[src/hdl/scwp_pkg.sv]
// Constants and types shared by both ends of the serial configuration write port
package scwp_pkg;

    localparam int unsigned FRAME_W       = 32;
    localparam int unsigned ADDR_W        = 5;
    localparam int unsigned BANK_LSB      = 3;
    localparam int unsigned IDX_W         = 3;
    localparam int unsigned NUM_REGS      = 32;

    localparam logic [1:0] BANK_EEPROM    = 2'h0;
    localparam logic [1:0] BANK_TX_SYNTH  = 2'h1;
    localparam logic [1:0] BANK_RX_SYNTH  = 2'h2;
    localparam logic [1:0] BANK_TXRX      = 2'h3;

    localparam logic [3:0] SIZE_EEPROM    = 4'h3;
    localparam logic [3:0] SIZE_SYNTH     = 4'h6;
    localparam logic [3:0] SIZE_TXRX      = 4'h8;

    // Control register 0: readback request bit and target address
    localparam logic [2:0] IDX_SPECIAL    = 3'h0;
    localparam int unsigned RB_REQ_BIT    = 5;
    localparam int unsigned RB_ADDR_LSB   = 6;
    // Sclk edges spent crossing the readback word before bit 0 appears
    localparam int unsigned RB_LEAD       = 2;

    localparam logic [31:0] REG_RST      = 32'h0000_0000;
    // Frame that addresses nothing: eeprom bank, index 7
    localparam logic [31:0] NOOP_FRAME   = 32'h0000_0007;

    // Link timing in ns, converted to mclk cycles
    localparam int unsigned MCLK_PS       = 4000;
    localparam int unsigned T_CLK_NS      = 50;
    localparam int unsigned T_SU2_NS      = 20;
    localparam int unsigned T_W_NS        = 50;
    localparam int unsigned T_SU3_NS      = 70;
    localparam int unsigned HALF_CYC      = ((T_CLK_NS * 500) + MCLK_PS - 1) / MCLK_PS;
    localparam int unsigned SU2_CYC       = ((T_SU2_NS * 1000) + MCLK_PS - 1) / MCLK_PS;
    localparam int unsigned W_CYC         = ((T_W_NS * 1000) + MCLK_PS - 1) / MCLK_PS;
    localparam int unsigned SU3_CYC       = ((T_SU3_NS * 1000) + MCLK_PS - 1) / MCLK_PS;

    typedef enum logic [2:0] {
        SCWP_IDLE   = 3'h0,
        SCWP_SHIFT  = 3'h1,
        SCWP_SETUP  = 3'h3,
        SCWP_STROBE = 3'h2,
        SCWP_GAP    = 3'h6,
        SCWP_RBACK  = 3'h7
    } scwp_state_t;

    function automatic logic [3:0] scwp_bank_size(input logic [1:0] bank);
        unique case (bank)
            BANK_EEPROM:   scwp_bank_size = SIZE_EEPROM;
            BANK_TX_SYNTH: scwp_bank_size = SIZE_SYNTH;
            BANK_RX_SYNTH: scwp_bank_size = SIZE_SYNTH;
            BANK_TXRX:     scwp_bank_size = SIZE_TXRX;
        endcase
    endfunction

endpackage

[src/hdl/scwp_if.sv]
// Serial link wires between the host end and the device end
`timescale 1ns/100ps
interface scwp_if;
    logic serial_clock_pin;
    logic serial_data_pin;
    logic latch_strobe_pin;
    logic readback_output_pin;

    modport dev (
        input  serial_clock_pin,
        input  serial_data_pin,
        input  latch_strobe_pin,
        output readback_output_pin
    );

    modport host (
        output serial_clock_pin,
        output serial_data_pin,
        output latch_strobe_pin,
        input  readback_output_pin
    );
endinterface

[src/hdl/scwp_host.sv]
// Host end: frames commands onto the serial link and collects readback
`timescale 1ns/100ps
module scwp_host
    import scwp_pkg::*;
(
    input  wire logic        mclk,
    input  wire logic        srst,
    scwp_if.host             link,
    input  wire logic        cmd_valid,
    output logic             cmd_ready,
    input  wire logic        cmd_read,
    input  wire logic [31:0] cmd_word,
    output logic             rsp_valid,
    output logic      [31:0] rsp_data
);

    localparam logic [5:0] HALF_M1 = 6'(HALF_CYC - 1);
    localparam logic [5:0] SU2_M1  = 6'(SU2_CYC - 1);
    localparam logic [5:0] W_M1    = 6'(W_CYC - 1);
    localparam logic [5:0] SU3_M1  = 6'(SU3_CYC - 1);
    localparam logic [5:0] BITS_M1 = 6'(FRAME_W - 1);
    localparam logic [5:0] RB_M1   = 6'(FRAME_W + RB_LEAD - 1);
    localparam logic [5:0] LEAD    = 6'(RB_LEAD);

    initial begin
        if (HALF_CYC > 63 || SU3_CYC > 63) $error("scwp_host: timing count too large");
    end

    scwp_state_t        state_ff;
    logic [5:0]         cnt_ff;
    logic [5:0]         bit_ff;
    logic [FRAME_W-1:0] tx_ff;
    logic [FRAME_W-1:0] rx_ff;
    logic               rd_pend_ff;
    logic               sclk_ff;
    logic               sdata_ff;
    logic               strobe_ff;
    logic               rb_s1_ff;
    logic               rb_s2_ff;
    logic               cnt_done;
    logic               last_bit;

    assign cnt_done = (cnt_ff == 6'h00);
    assign last_bit = (state_ff == SCWP_RBACK) ? (bit_ff == RB_M1) : (bit_ff == BITS_M1);

    ////////////////////////////////////////////////////////////////////////
    // Readback pin synchroniser
    always_ff @(posedge mclk) begin
        if (srst) begin
            rb_s1_ff <= 1'b0;
            rb_s2_ff <= 1'b0;
        end else begin
            rb_s1_ff <= link.readback_output_pin;
            rb_s2_ff <= rb_s1_ff;
        end
    end

    ////////////////////////////////////////////////////////////////////////
    // Sequencer
    always_ff @(posedge mclk) begin
        if (srst) begin
            state_ff   <= SCWP_IDLE;
            cnt_ff     <= 6'h00;
            bit_ff     <= 6'h00;
            tx_ff      <= REG_RST;
            rx_ff      <= REG_RST;
            rd_pend_ff <= 1'b0;
            sclk_ff    <= 1'b0;
            sdata_ff   <= 1'b0;
            strobe_ff  <= 1'b0;
            cmd_ready  <= 1'b0;
            rsp_valid  <= 1'b0;
            rsp_data   <= REG_RST;
        end else begin
            rsp_valid <= 1'b0;
            unique case (state_ff)
                SCWP_IDLE: begin
                    cmd_ready <= 1'b1;
                    if (cmd_valid && cmd_ready) begin
                        cmd_ready  <= 1'b0;
                        rd_pend_ff <= cmd_read;
                        // Readback asks control register 0 for the target word
                        tx_ff      <= cmd_read ? (32'(cmd_word[ADDR_W-1:0]) << RB_ADDR_LSB)
                                                 | (32'h1 << RB_REQ_BIT)
                                                 | 32'(BANK_TXRX) << BANK_LSB
                                                 | 32'(IDX_SPECIAL)
                                               : cmd_word;
                        sdata_ff   <= cmd_read ? 1'b0 : cmd_word[0];
                        bit_ff     <= 6'h00;
                        cnt_ff     <= HALF_M1;
                        state_ff   <= SCWP_SHIFT;
                    end
                end
                SCWP_SHIFT, SCWP_RBACK: begin
                    cnt_ff <= cnt_done ? HALF_M1 : cnt_ff - 6'h01;
                    if (cnt_done && !sclk_ff) begin
                        sclk_ff <= 1'b1;
                    end else if (cnt_done) begin
                        // Sample at end of high phase, data settled by then
                        if (state_ff == SCWP_RBACK && bit_ff >= LEAD) begin
                            rx_ff <= {rb_s2_ff, rx_ff[FRAME_W-1:1]};
                        end
                        sclk_ff <= 1'b0;
                        bit_ff  <= bit_ff + 6'h01;
                        if (last_bit && state_ff == SCWP_SHIFT) begin
                            cnt_ff   <= SU2_M1;
                            state_ff <= SCWP_SETUP;
                        end else if (last_bit) begin
                            rsp_valid  <= 1'b1;
                            rsp_data   <= {rb_s2_ff, rx_ff[FRAME_W-1:1]};
                            rd_pend_ff <= 1'b0;
                            state_ff   <= SCWP_IDLE;
                        end else begin
                            sdata_ff <= tx_ff[5'(bit_ff + 6'h01)];
                        end
                    end
                end
                SCWP_SETUP: begin
                    cnt_ff <= cnt_ff - 6'h01;
                    if (cnt_done) begin
                        strobe_ff <= 1'b1;
                        cnt_ff    <= W_M1;
                        state_ff  <= SCWP_STROBE;
                    end
                end
                SCWP_STROBE: begin
                    cnt_ff <= cnt_ff - 6'h01;
                    if (cnt_done) begin
                        strobe_ff <= 1'b0;
                        cnt_ff    <= SU3_M1;
                        state_ff  <= SCWP_GAP;
                    end
                end
                SCWP_GAP: begin
                    cnt_ff <= cnt_ff - 6'h01;
                    if (cnt_done && rd_pend_ff) begin
                        // Unlatched no-op frame clocks the readback word out
                        tx_ff    <= NOOP_FRAME;
                        sdata_ff <= NOOP_FRAME[0];
                        bit_ff   <= 6'h00;
                        cnt_ff   <= HALF_M1;
                        state_ff <= SCWP_RBACK;
                    end else if (cnt_done) begin
                        state_ff <= SCWP_IDLE;
                    end
                end
            endcase
        end
    end

    assign link.serial_clock_pin = sclk_ff;
    assign link.serial_data_pin  = sdata_ff;
    assign link.latch_strobe_pin = strobe_ff;

endmodule // scwp_host

[src/flat_wrapper.sv]
// flat-port wrapper written by rule: the top's interface ports become plain ports
module scwp_host_flat import scwp_pkg::*;
  (mclk, srst, cmd_valid, cmd_ready, cmd_read, cmd_word, rsp_valid, rsp_data, link_serial_clock_pin, link_serial_data_pin, link_latch_strobe_pin, link_readback_output_pin);
  scwp_if link_i ();
  input  wire logic mclk;
  input  wire logic srst;
  input  wire logic cmd_valid;
  output logic cmd_ready;
  input  wire logic cmd_read;
  input  wire logic [31:0] cmd_word;
  output logic rsp_valid;
  output logic      [31:0] rsp_data;
  output wire logic [$bits(link_i.serial_clock_pin)-1:0] link_serial_clock_pin;
  output wire logic [$bits(link_i.serial_data_pin)-1:0] link_serial_data_pin;
  output wire logic [$bits(link_i.latch_strobe_pin)-1:0] link_latch_strobe_pin;
  input wire logic [$bits(link_i.readback_output_pin)-1:0] link_readback_output_pin;
  assign link_serial_clock_pin = link_i.serial_clock_pin;
  assign link_serial_data_pin = link_i.serial_data_pin;
  assign link_latch_strobe_pin = link_i.latch_strobe_pin;
  assign link_i.readback_output_pin = link_readback_output_pin;
  scwp_host u_core (.mclk(mclk), .srst(srst), .link(link_i), .cmd_valid(cmd_valid), .cmd_ready(cmd_ready), .cmd_read(cmd_read), .cmd_word(cmd_word), .rsp_valid(rsp_valid), .rsp_data(rsp_data));
endmodule
[config.mk]
export PLATFORM = sky130hd
export DESIGN_NAME = scwp_host_flat
export DESIGN_NICKNAME = d
export VERILOG_FILES = /design/src/hdl/scwp_pkg.sv /design/src/hdl/scwp_if.sv /design/src/hdl/scwp_host.sv /design/src/flat_wrapper.sv
export SDC_FILE = /design/constraint.sdc
export NUM_CORES = 1
export LEC_CHECK = 0
export ABC_CLOCK_PERIOD_IN_PS = 7200
export BUFFER_PORTS_ARGS = -buffer_cell sky130_fd_sc_hd__buf_2
export CORE_MARGIN = 5
export CORE_UTILIZATION = 50
export CTS_CLUSTER_DIAMETER = 40
export DETAILED_ROUTE_END_ITERATION = 10
export PLACE_DENSITY = 0.71
export SYNTH_ARGS = -nofsm -noshare
export SYNTH_HDL_FRONTEND = slang
export SYNTH_SLANG_ARGS = --single-unit
[constraint.sdc]
create_clock -name mclk -period 7.2 [get_ports mclk]
set_clock_uncertainty 0.2 [all_clocks]
set_input_delay 0 -clock mclk [delete_from_list [all_inputs] [get_ports mclk]]
set_output_delay 0 -clock mclk [all_outputs]
set_load 0.01 [all_outputs]
==> summary.txt <==
Logic synthesis
  • Post-Synth Simple-Gate Area: 22.3%
  • Most frequent cell after synthesis: nand2_1
  • #FFs+latches synth: between 100 and 150
  • Commonest register cell after synthesis: dfxtp_1
  • Mean area per synthesized cell: approximately 8.1 µm²
  • Post-Syn Instances: roughly 640
  • Synth cell types: 52
  • Synth top area share: 45.7%
  • Largest area contributor in the synthesized netlist: dfxtp_1
  • Post-Synth XOR/XNOR Area: between 1.5 and 2%
  • Post-synth ARST share: 0%
  • Post-synthesis mux area share: 5.71%
  • Post-synthesis compound-gate area fraction: 18.7%
  • Post-synth EDFFs: 0
  • Seq/Total Area, Yosys: 45.7%
  • Commonest cells in the netlist: 160 x nand2_1, 118 x dfxtp_1, 108 x a21oi_1
  • Synthesized Nets: between 600 and 700
  • Synth top area cells: dfxtp_1 46%, nand2_1 12%, a21oi_1 10%
  • Largest family of logic cells by synthesized area: simple AND/OR/NAND/NOR gates
  • Synthesis Warnings: 0
  • Adder-Cell Fraction of Synth Area: less than 1%
  • Synthesized area: ~5200 µm²

GRT
  • Global-route usage over all layers: 22.3%
  • Pin count of the biggest net entering global routing: between 60 and 70
  • Grt ovf: 0
  • Initial antenna violation count: 1
  • Vias in the first global route: slightly below 5k
  • First-pass GRT wire length: between 20000 and 25000 µm

Clock tree
  • Num CTS Buffers: 17
  • CTS clk-pin slew, worst paths: 0.06 ns
  • Setup bufs post-CTS: 0
  • Count of cells resized by post-cts repair: 0
  • Clock sink count: about 120
  • CTS Root Cell: clkbuf_8
  • H-tree Lvls: 4
  • Clock Latency Late Sink: just over 0.5 ns
  • Post-CTS Hold Buffers: 80
  • CTS tree: done
  • Clock buffer depth: 2

Drt
  • Drt wl/cell: between 10 and 15 µm
  • Routed Antenna Nets: 0
  • WL final: approximately 14000 µm
  • Initial drt markers: about 430
  • Residual DRC: 0
  • Initial DRT Pass Iterations: 5
  • Avg Vias per Cell: about 5.5
  • Via count: around 5k

Timing
  • Slew @ Worst Pin: approximately 1.2 ns
  • Final setup vio count: 0
  • Relative slew slack: 17.8%
  • Peak Freq: 234 MHz
  • TNS Setup: 0 ns
  • Fin. Hold Viols: 0
  • Final period util: between 50% and 60%
  • Final Max Tran Viols: 0
  • RSZ-0062 raised after global routing: false
  • Minimum clock period: between 4 and 5 ns

Layout
  • Area delta synth->final: 33.4%
  • Final Non-Filler Cells: around 910
  • Share of cells above drive strength 1: around 17%
  • # fillers: approximately 800
  • Nets: ~800

Power and ir drop
  • Pwr Total: ~2.4 mW
  • Peak supply drop: about 0.00017 V
  • Pwr/cell area: about 350 nW/µm²
  • Pleak: between 2 and 3 nW

Worst setup path
  • Max FO, Critical Path: 22
  • Critical path data arrival time: 4.46 ns
  • Worst path required time: 7.39 ns
  • CP Capture Type: flip-flop
  • Critical path class: flip-flop to flip-flop
  • Crit start category: flip-flop
  • Worst r2r src: u_core.state_ff[1]
  • CP startpoint: u_core.state_ff[1]

Floorplanning
  • Die span in y: 112 µm
  • Core Area: around 10000 µm²
  • Row count: 37
  • I/O Pins: 74
  • Initial Utilization: about 51%
  • X dimension of the die: around 110 µm
  • Die Footprint: 12500 µm²

Placement
  • Gp weighted congestion: about 0.87
  • DPL Wire Length: between 7000 and 8000 µm
  • Dpl cells: roughly 800
  • Number of buffer cells added on primary ports: 73

Run status
  • Status: complete, no violations

Run
  • Max Cap Viol: 0

Hold path
  • Type of the most critical hold path: primary input to flip-flop
  • Hold Startpoint: link_readback_output_pin
power breakdown:
| group | total, mW | switching [mW] | internal [mW] |
|---|---|---|---|
| clock | 0.794 | 0.328 | 0.466 |
| combinational | 0.761 | 0.441 | 0.319 |
| sequential | 0.825 | 0.0932 | 0.731 |
final cells by class:
cell class	instances	area, µm²	area share (%)
Multi-Input combinational cell	456	2550	37.0
Sequential cell	118	2360	34.3
Timing Repair Buffer	157	1200	17.4
Clock buffer	17	414	6.01
Tap cell	136	170	2.47
Clock inverter	15	146	2.12
Inverter	13	48.8	0.708
Antenna cell	1	2.50	0.0363
worst paths after layout:
kind	endpoint	slack (ns)	cells past startpoint
worst min register to register	u_core.rsp_data[20]	0.25	2
worst max-delay path	u_core.tx_ff[3]	2.93	8
worst max register to register	u_core.tx_ff[3]	2.93	8
worst min-delay path	u_core.rb_s1_ff	0.06	3
placed cells by master (no fill, tap or decap), types with 3 or more instances in the layout:
cell / count
xor2_1: 3
o21ai_0: 16
nor4_1: 6
clkinv_4: 3
ha_1: 4
nor2_1: 31
o31a_1: 4
mux2_2: 6
o211ai_1: 3
nand2_1: 160
o31ai_1: 3
dfxtp_1: 118
inv_1: 13
a211oi_1: 6
buf_4: 5
a21oi_1: 108
buf_2: 72
nand3_1: 31
a31oi_1: 3
clkbuf_16: 16
nor3_1: 6
a22oi_1: 8
inv_6: 4
xnor2_1: 6
dlygate4sd3_1: 80
mux4_2: 7
nor2b_1: 4
mux2i_1: 7
or3_1: 3
nor3_2: 5
clkinvlp_4: 3
metal layers:
layer | GRT usage (%) | vias up | wire length (µm)
met4 | 9.49 | 0 | 373
li1 | - | 2451 | -
met2 | 35.9 | 199 | 6580
met3 | 6.03 | 43 | 852
met5 | 0 | - | 0
met1 | 28.2 | 2337 | 5860
state kept, by name, summed over array words and instances (netlist names):
register / cells
u_core.link.serial_clock_pin: 1
u_core.rd_pend_ff: 1
u_core.rsp_data: 32
u_core.link.latch_strobe_pin: 1
u_core.link.serial_data_pin: 1
u_core.state_ff: 3
u_core.rb_s2_ff: 1
u_core.rsp_valid: 1
u_core.rb_s1_ff: 1
u_core.tx_ff: 32
u_core.bit_ff: 6
u_core.cmd_ready: 1
u_core.cnt_ff: 6
u_core.rx_ff: 31
cell families after synthesis:
family | Yosys count
AO/OA/AOI/OAI | 165
buffers and inverters | 61
flip-flops | 118
XOR/XNOR | 9
multiplexers | 20
adder cells (fa/ha/maj) | 4
AND/OR/NAND/NOR | 258
per-stage QoR:
stage | area, µm² | utilization (%) | hold slack (ns) | worst slack [ns]
after floorplan | 5170 | - | -0.0718 | 4.56
after global placement | 5520 | 54.2 | 0.0128 | 4.17
after detailed placement | 5520 | 54.2 | 0.0132 | 4.12
after CTS | 6880 | 67.6 | 0.0144 | 3.21
after global routing | 6890 | 67.7 | 0.0588 | 2.84
final | 6890 | 67.7 | 0.0550 | 2.93
critical path, stage by stage, from the launching register on:
cell and delay [ns]:
dfxtp_1 0.57, inv_1 0.36, nand2_1 0.22, a21oi_1 0.99, nor2_1 0.36, o21ai_0 0.18, dlygate4sd3_1 0.60, a21oi_1 0.09
dlygate4sd3_1 0.59
Note: power is estimated with default switching activity, not from simulation.
